==> src/isr_pkg.sv <==
// constants and types shared by the status and result register bank
`default_nettype none
package isr_pkg;

  // ----------------------------------------------------------------
  // register offsets
  // ----------------------------------------------------------------
  localparam logic [7:0] OFF_INT_FLAGS  = 8'h1d;
  localparam logic [7:0] OFF_STEP_LOW   = 8'h1e;
  localparam logic [7:0] OFF_STEP_HIGH  = 8'h1f;
  localparam logic [7:0] OFF_GEST_ACT   = 8'h20;
  localparam logic [7:0] OFF_EVT_STATUS = 8'h70;
  localparam logic [7:0] OFF_EVT_MASK   = 8'h71;

  // ----------------------------------------------------------------
  // interrupt flag layout
  // ----------------------------------------------------------------
  localparam int unsigned FLG_FIFO_FULL = 0;
  localparam int unsigned FLG_FIFO_WM   = 1;
  localparam int unsigned FLG_ERROR     = 2;
  localparam int unsigned FLG_AUX_DRDY  = 5;
  localparam int unsigned FLG_GYR_DRDY  = 6;
  localparam int unsigned FLG_ACC_DRDY  = 7;
  localparam logic [7:0]  FLG_USED      = 8'he7;

  // ----------------------------------------------------------------
  // result field layout and event status layout
  // ----------------------------------------------------------------
  localparam int unsigned GEST_LSB = 0;
  localparam int unsigned ACT_LSB  = 3;
  localparam int unsigned EVT_STEP = 0;
  localparam int unsigned EVT_GEST = 1;
  localparam int unsigned EVT_ACT  = 2;
  localparam logic [2:0]  EVT_USED = 3'h7;

  // ----------------------------------------------------------------
  // reset values
  // ----------------------------------------------------------------
  localparam logic [7:0]  RST_INT_FLAGS = 8'h00;
  localparam logic [15:0] RST_STEP      = 16'h0000;
  localparam logic [2:0]  RST_EVT       = 3'h0;

  typedef enum logic [2:0] {
    GEST_UNKNOWN   = 3'b000,
    GEST_PUSH_DOWN = 3'b001,
    GEST_PIVOT_UP  = 3'b010,
    GEST_SHAKE     = 3'b011,
    GEST_FLICK_IN  = 3'b100,
    GEST_FLICK_OUT = 3'b101
  } isr_gest_e;

  typedef enum logic [1:0] {
    ACT_STILL   = 2'b00,
    ACT_WALKING = 2'b01,
    ACT_RUNNING = 2'b10,
    ACT_UNKNOWN = 2'b11
  } isr_act_e;

endpackage
`default_nettype wire

==> src/isr_flag_if.sv <==
// interface between the register front end and the flag bank
`timescale 1ns/1ps
`default_nettype none
interface isr_flag_if;
  logic [7:0] set_vec;
  logic       clr;
  logic [7:0] flags;
  modport bank (input set_vec, input clr, output flags);
  modport user (output set_vec, output clr, input flags);
endinterface
`default_nettype wire

==> src/isr_flag_bank.sv <==
// clear-on-read interrupt flag bank
`timescale 1ns/1ps
`default_nettype none
module isr_flag_bank
(
  input  wire logic core_clk,
  input  wire logic nrst,
  isr_flag_if.bank  fl
);

  // ----------------------------------------------------------------
  // one sticky flag per implemented bit
  // ----------------------------------------------------------------
  genvar gi;
  generate
    for (gi = 0; gi < 8; gi++)
    begin : g_flag
      if (isr_pkg::FLG_USED[gi])
      begin : g_used
        logic flag_r;
        logic flag_nxt;
        // a set in the clearing cycle wins so no event is lost
        assign flag_nxt = fl.set_vec[gi] | (flag_r & ~fl.clr);
        always_ff @(posedge core_clk)
        begin
          if (!nrst)
            flag_r <= isr_pkg::RST_INT_FLAGS[gi];
          else
            flag_r <= flag_nxt;
        end
        assign fl.flags[gi] = flag_r;
      end
      else
      begin : g_unused
        assign fl.flags[gi] = 1'b0;
      end
    end
  endgenerate

endmodule
`default_nettype wire

==> src/isr_regs.sv <==
// status and result register bank of the motion sensor
`timescale 1ns/1ps
`default_nettype none
module isr_regs
(
  input  wire logic        core_clk,
  input  wire logic        nrst,
  // register port
  input  wire logic [7:0]  reg_addr,
  input  wire logic [7:0]  reg_wdata,
  input  wire logic        reg_wr,
  input  wire logic        reg_rd,
  output logic      [7:0]  reg_rdata,
  // event pulses from the sensor core
  input  wire logic        ev_fifo_full,
  input  wire logic        ev_fifo_wm,
  input  wire logic        ev_error,
  input  wire logic        ev_aux_drdy,
  input  wire logic        ev_gyr_drdy,
  input  wire logic        ev_acc_drdy,
  // results from the feature engine
  input  wire logic        init_done,
  input  wire logic [15:0] step_cnt,
  input  wire logic        step_vld,
  input  wire logic [2:0]  gest_code,
  input  wire logic        gest_vld,
  input  wire logic [1:0]  act_code,
  input  wire logic        act_vld,
  // interrupt
  output logic             irq
);

  // ----------------------------------------------------------------
  // address decode
  // ----------------------------------------------------------------
  function automatic logic addr_is(input logic [7:0] a, input logic [7:0] off);
    addr_is = (a == off);
  endfunction

  wire logic hit_flags = addr_is(reg_addr, isr_pkg::OFF_INT_FLAGS);
  wire logic hit_slow  = addr_is(reg_addr, isr_pkg::OFF_STEP_LOW);
  wire logic hit_shigh = addr_is(reg_addr, isr_pkg::OFF_STEP_HIGH);
  wire logic hit_res   = addr_is(reg_addr, isr_pkg::OFF_GEST_ACT);
  wire logic hit_est   = addr_is(reg_addr, isr_pkg::OFF_EVT_STATUS);
  wire logic hit_emsk  = addr_is(reg_addr, isr_pkg::OFF_EVT_MASK);

  // only the event status and mask take writes; the rest ignore them
  wire logic wr_est  = reg_wr & hit_est;
  wire logic wr_emsk = reg_wr & hit_emsk;

  // ----------------------------------------------------------------
  // interrupt flags
  // ----------------------------------------------------------------
  isr_flag_if fl ();

  // bits 3 and 4 have no source and stay low
  assign fl.set_vec = {ev_acc_drdy,
                       ev_gyr_drdy,
                       ev_aux_drdy,
                       2'b00,
                       ev_error,
                       ev_fifo_wm,
                       ev_fifo_full};
  // the whole register clears as its read data leaves on the bus
  assign fl.clr = reg_rd & hit_flags;

  isr_flag_bank u_flags
  (
    .core_clk (core_clk),
    .nrst     (nrst),
    .fl       (fl)
  );

  // ----------------------------------------------------------------
  // step count
  // ----------------------------------------------------------------
  logic [15:0] step_r;
  logic [15:0] step_nxt;

  assign step_nxt = step_vld ? step_cnt : step_r;

  always_ff @(posedge core_clk)
  begin
    if (!nrst)
      step_r <= isr_pkg::RST_STEP;
    else
      step_r <= step_nxt;
  end

  // ----------------------------------------------------------------
  // gesture and activity result
  // ----------------------------------------------------------------
  isr_pkg::isr_gest_e gest_r;
  isr_pkg::isr_gest_e gest_nxt;
  isr_pkg::isr_act_e  act_r;
  isr_pkg::isr_act_e  act_nxt;
  isr_pkg::isr_gest_e gest_in;

  // codes 6 and 7 are undefined; they fold to unknown rather than leak
  always_comb
  begin
    case (gest_code)
      3'h1:    gest_in = isr_pkg::GEST_PUSH_DOWN;
      3'h2:    gest_in = isr_pkg::GEST_PIVOT_UP;
      3'h3:    gest_in = isr_pkg::GEST_SHAKE;
      3'h4:    gest_in = isr_pkg::GEST_FLICK_IN;
      3'h5:    gest_in = isr_pkg::GEST_FLICK_OUT;
      default: gest_in = isr_pkg::GEST_UNKNOWN;
    endcase
  end

  assign gest_nxt = gest_vld ? gest_in : gest_r;

  // a fresh classification beats the init load in the same cycle
  assign act_nxt = act_vld   ? isr_pkg::isr_act_e'(act_code) :
                   init_done ? isr_pkg::ACT_UNKNOWN : act_r;

  always_ff @(posedge core_clk)
  begin
    if (!nrst)
    begin
      gest_r <= isr_pkg::GEST_UNKNOWN;
      act_r  <= isr_pkg::ACT_STILL;
    end
    else
    begin
      gest_r <= gest_nxt;
      act_r  <= act_nxt;
    end
  end

  wire logic [7:0] res_val = {3'b000, act_r, gest_r};

  // ----------------------------------------------------------------
  // event status and mask
  // ----------------------------------------------------------------
  logic [2:0] est_r;
  logic [2:0] est_nxt;
  logic [2:0] emsk_r;
  logic [2:0] emsk_nxt;
  logic       irq_r;

  wire logic [2:0] est_set = {act_vld | init_done, gest_vld, step_vld};

  // write-one-to-clear, but a same-cycle event keeps its bit
  assign est_nxt = est_set | (est_r & ~(wr_est ? reg_wdata[2:0] : 3'h0));

  // the level follows the next mask, so it never lags a mask write by a cycle
  assign emsk_nxt = wr_emsk ? (reg_wdata[2:0] & isr_pkg::EVT_USED) : emsk_r;

  always_ff @(posedge core_clk)
  begin
    if (!nrst)
    begin
      est_r  <= isr_pkg::RST_EVT;
      emsk_r <= isr_pkg::RST_EVT;
      irq_r  <= 1'b0;
    end
    else
    begin
      est_r  <= est_nxt;
      emsk_r <= emsk_nxt;
      irq_r  <= |(est_nxt & emsk_nxt);
    end
  end

  assign irq = irq_r;

  // ----------------------------------------------------------------
  // read data
  // ----------------------------------------------------------------
  logic [7:0] rd_mux;
  logic [7:0] rdata_r;

  // unmapped addresses read zero
  always_comb
  begin
    rd_mux = 8'h00;
    if (hit_flags)
      rd_mux = fl.flags;
    else if (hit_slow)
      rd_mux = step_r[7:0];
    else if (hit_shigh)
      rd_mux = step_r[15:8];
    else if (hit_res)
      rd_mux = res_val;
    else if (hit_est)
      rd_mux = {5'h00, est_r};
    else if (hit_emsk)
      rd_mux = {5'h00, emsk_r};
  end

  // data stand only in the cycle after the strobe
  always_ff @(posedge core_clk)
  begin
    if (!nrst)
      rdata_r <= 8'h00;
    else
      rdata_r <= reg_rd ? rd_mux : 8'h00;
  end

  assign reg_rdata = rdata_r;
endmodule
`default_nettype wire

==> config.mk <==
export PLATFORM = sky130hd
export DESIGN_NAME = isr_regs
export DESIGN_NICKNAME = d
export VERILOG_FILES = /design/src/isr_pkg.sv /design/src/isr_flag_if.sv /design/src/isr_flag_bank.sv /design/src/isr_regs.sv
export SDC_FILE = /design/constraint.sdc
export NUM_CORES = 1
export LEC_CHECK = 0
export ABC_AREA = 0
export BUFFER_PORTS_ARGS = -buffer_cell sky130_fd_sc_hd__buf_4
export CORE_AREA = 10 10 83 67
export DETAILED_ROUTE_END_ITERATION = 10
export DIE_AREA = 0 0 93 77
export PLACE_DENSITY = 0.73
export SLEW_MARGIN = 20
export SYNTH_ARGS = -nofsm -noshare
export SYNTH_HDL_FRONTEND = slang
export SYNTH_SLANG_ARGS = --single-unit
==> constraint.sdc <==
create_clock -name core_clk -period 2.51 [get_ports core_clk]
set_clock_uncertainty 0.15 [all_clocks]
set_input_delay 0.753 -clock core_clk [delete_from_list [all_inputs] [get_ports core_clk]]
set_output_delay 0.753 -clock core_clk [all_outputs]
set_load 0.005 [all_outputs]
# After elaboration in Yosys (flattened, before gate mapping)
# Index checks and enable logic that the tools add are counted.
[classes] eq_ne=11 n_reduce_logical=4 n_mux=11 bitwise_logic=23
[ops] cell="$eq 8x5->1 const B" count=3
[ops] cell="$mux 8" count=3
[ops] cell="$eq 8x7->1 const B" count=2
[ops] cell="$pmux 3 s5" count=1
[ops] cell="$mux 3" count=4
[ops] cell="$and 1x1->1" count=9
[ops] cell="$eq 8x6->1 const B" count=1
[ops] cell="$or 1x1->1" count=7
[ops] cell="$and 3x3->3" count=2
[ops] cell="$eq 3x2->1 const B" count=2
[ops] cell="$eq 3x3->1 const B" count=2
[ops] cell="$reduce_or 3->1" count=2
[ops] cell="$mux 5" count=1
[ops] cell="$mux 2" count=2
[ops] cell="$eq 3x1->1 const B" count=1
[ops] cell="$not 1->1" count=3
[ops] cell="$not 3->3" count=1
[ops] cell="$or 3x3->3" count=1
[ops] cell="$reduce_and 2->1" count=1
[ops] cell="$reduce_bool 2->1" count=1
[word_totals] inputBits=51 elab_cells=63 register_bits=42 out_inout_bits=9

# Logic depth before layout (Yosys ltp)
[logic_depth] depth_word=8 ltp_mapped=5 ltp_nobuf=4

# Modules after synthesis
# A second synthesis with hierarchy kept.
[unflattened] hier_cells=203 hier_area_um2=1993.2
[modules_own_cells] mod="isr_regs" cells_per_inst=176 area_per_inst_um2=1726.7 seq_area_each_um2=720.7 instances=1
[modules_own_cells] mod="isr_flag_bank" cells_per_inst=27 area_per_inst_um2=266.5 seq_area_each_um2=120.1 instances=1

# Least setup slack after synthesis
# Ideal clock, no wire load.
[synth_path] path_type="input-to-reg" start="in reg_addr[1]" end="reg irq_r, in the netlist irq" required_time_ps=2238 cell_stages=4 n_path_buf=0 path_slack_ps=117 setup_time_ps=122 arrival_time_ps=2121 path_cell_list="or4b_4 > nor3_1 > mux2_2 > a311o_1"
[synth_via] elab_chain_cells=8 word_cells_on_any_way=11 classes_between="eq/ne: 2; mux: 2; bitwise: 6; reduce/logical: 1"
[synth_rtl] item="start: declaration" line_no="isr_regs.sv:9" rtl="input wire logic [7:0] reg_addr,"
[synth_rtl] item="$eq 8x7->1" line_no="isr_regs.sv:37" rtl="addr_is = (a == off);"
[synth_rtl] item="$and 1x1->1" line_no="isr_regs.sv:48" rtl="wire logic wr_est = reg_wr & hit_est;"
[synth_rtl] item="$mux 3" line_no="isr_regs.sv:146" rtl="assign est_nxt = est_set | (est_r & ~(wr_est ? reg_wdata[2:0] : 3'h0));"
[synth_rtl] item="$not 3->3" line_no="isr_regs.sv:146"
[synth_rtl] item="$and 3x3->3" line_no="isr_regs.sv:146"
[synth_rtl] item="$or 3x3->3" line_no="isr_regs.sv:146"
[synth_rtl] item="$and 3x3->3 *" line_no="isr_regs.sv:163" rtl="irq_r <= |(est_nxt & emsk_nxt);"
[synth_rtl] item="$reduce_or 3->1 *" line_no="isr_regs.sv:163"
[synth_rtl] item="end signal: assignment" line_no="isr_regs.sv:163"
[synth_rtl] item="end: declaration" line_no="isr_regs.sv:141" rtl="logic irq_r;"
# Every way passes the cells marked *; elsewhere a longest branch is shown, timed or not.
# A chain may end at the register's enable or synchronous reset.

# Worst setup path after layout
# Same ends and word-level chain as after synthesis.

==> results.cfg <==
[sta]
hold_slack_ns = 0.339
finalHoldViolCount = 0
slew_headroom_pct = 69.2
finalCritPeriodShare_pct = 89.6
maxClockFrequency_ghz = 0.445
rsz0062_at_grt = no
worstMarginPinSlew_ns = 0.456
slew_violations = 0
finalSetupViolations = 0
min_period_ns = 2.25

[final_layout]
area_growth_pct = 32.9
diodes = 0
instances_no_fill = 306
nFillCells = 370
final_layout_size_suffix_gt1_share_pct = 32.3
fin_nets = 302

[place]
globalplace.congestion = 0.804
dpl.hpwl_um = 3720
place.port_buffers = 54
place_inst = 299

[setup_path]
worstSetupPathType = primary input to flop
worstPathArrival_ns = 2.28
critical_path.max_fanout = 2
endpoint_kind = flop
reg2reg_slack_ns = 1.28
cp.required_ns = 2.54
cp-start-kind = primary input

[synth]
ys_seq_elements = 42
async_flop_share_pct = 0
synth.distinct_cells = 40
synthFlopType = dfxtp_1
synth_area_per_cell_um2 = 9.96
synth_area_um2 = 1890
yosysWarnings = 0
yosysSeqAreaShare_pct = 44.4
synth_edf_count = 0
synthCells = 190
postSynthNetCount = 241

[route]
ant_nets = 0
drc = 0
drt_iter0_drc = 126
vias = 1598
viasPerCell = 5.22
wl_per_cell_um = 15.7
drt_wl_total_um = 4810
firstDrtPassIters = 4

[pwr]
switchingPower_uw = 314
switching_share_pct = 21.9
internal_power_mw = 1.12
pwr-share-seq_pct = 49.9
ir_drop_mv = 0.416
leakage_nw = 1.08
p_clk_share_pct = 37.4
pwr-share-comb_pct = 12.7
powerDensity_nw_per_um2 = 570

[clock_network]
insertion_delay_ns = 0.30
cts_tree = built
postCtsSetupBuffers = 0
cts_hold_buffers = 0
path_clk_slew_ns = 0.07
h-tree-depth = 2
clock_sinks = 42
cts_buffers = 5
root_buffer = clkbuf_8
cts_max_path_buffers = 2
cts_resized = 0

[grt]
grt_pass1_wl_um = 8000
grt_max_degree = 37
track_usage_pct = 13.7
grt_pass1_vias = 1630
grt_antenna_before_repair = 0
globalRouteOverflowTotal = 0

[run]
drv_cap = 0

[worst_hold_path]
hp-class = flop to flop

[outcome]
outcome = finished clean

[floorplanning]
rows = 20
initial_utilization_pct = 47.8
die-area_um2 = 7160
dieHeight_um = 77
coreArea_um2 = 3950
die_w_um = 93
ios = 60
power groups by stage:
stage / clock network, mW / registers (mW) / logic, mW
2_1_floorplan: 0 / 0.723 / 0.0932
3_3_place_gp: 0 / 0.728 / 0.179
3_5_place_dp: 0 / 0.730 / 0.182
4_1_cts: 0.547 / 0.714 / 0.183
5_1_grt: 0.573 / 0.719 / 0.202
6_report: 0.536 / 0.715 / 0.182
cells in the mapped netlist, types with 4 or more instances:
library cell / n / area (um2)
a21boi_0: 4 / 30.0
a21oi_1: 10 / 50.1
a22oi_1: 7 / 52.6
and2_1: 4 / 25.0
clkbuf_1: 9 / 33.8
dfxtp_1: 42 / 841
inv_1: 5 / 18.8
mux2_2: 6 / 67.6
mux2i_1: 16 / 160
nand2_1: 5 / 18.8
nand2b_1: 4 / 25.0
nand4_1: 4 / 25.0
nor2_1: 5 / 18.8
nor2b_1: 28 / 175
o21ai_0: 4 / 20.0
placed cells by master (no fill, tap or decap), types with 3 or more instances in the layout:
master / n
nor2_1: 5
nor2b_1: 28
nand4_1: 4
and2_1: 4
a22o_1: 3
a211oi_1: 3
inv_1: 5
a21boi_0: 4
dfxtp_1: 42
o21ai_0: 4
mux2i_1: 16
a22oi_1: 7
nand2b_1: 4
clkbuf_8: 6
buf_4: 64
a21oi_1: 10
nand2_1: 5
mux2_2: 6
per-stage QoR:
step	util (%)	total power [mW]	worst slack, ns	TNS [ns]	area, um2
3_5_place_dp	60.8	0.912	-0.0348	-0.0348	2400
5_1_grt	63.6	1.49	0.184	0	2510
2_1_floorplan	-	0.816	0.117	0	1890
3_3_place_gp	60.8	0.908	-0.0474	-0.0474	2400
6_report	63.6	1.43	0.262	0	2510
4_1_cts	63.6	1.44	0.271	0	2510
worst max-delay path, cell delays in order:
cell and delay [ns]:
buf_4 0.12, or4b_4 0.54, nor3_1 0.16, mux2_2 0.36, a311o_1 0.34
area by class of cell:
type	count	area, um2	area share [%]
Inverter	5	18.8	0.746
Clock inverter	1	30.0	1.19
Multi-Input combinational cell	133	993	39.5
Clock buffer	6	82.6	3.28
Timing Repair Buffer	64	480	19.1
Sequential cell	42	841	33.4
Tap cell	55	68.8	2.74
cell families (layout without fill, tap and decap cells):
logic type | Yosys count | after routing | synth area share, %
buf+inv | 15 | 76 | 3.04
compound gates | 48 | 48 | 18.7
mux | 22 | 22 | 12.0
simple gates | 63 | 63 | 21.8
flops | 42 | 42 | 44.4
routing by layer:
layer | up-vias | wire length (um) | track usage [%]
met5 | - | 0 | 0
met4 | 0 | 82 | 5.69
met3 | 7 | 307 | 4.86
met2 | 41 | 2120 | 19.8
met1 | 735 | 2300 | 17.9
li1 | 815 | - | -
flip-flops by register name, indices dropped and copies added, names as in the netlist:
register,flops
irq,1
reg_rdata,8
gest_r,3
emsk_r,3
est_r,3
u_flags.g_flag.g_used.flag_r,6
step_r,16
act_r,2
worst paths after layout:
kind / start / cells past startpoint / to
setup / recovery: reg_addr[1] / 5 / irq
hold / removal: gest_r[0] / 2 / gest_r[0]
setup reg to reg: est_r[0] / 4 / irq
hold reg to reg: gest_r[0] / 2 / gest_r[0]
(Power assumes the default switching activity.)
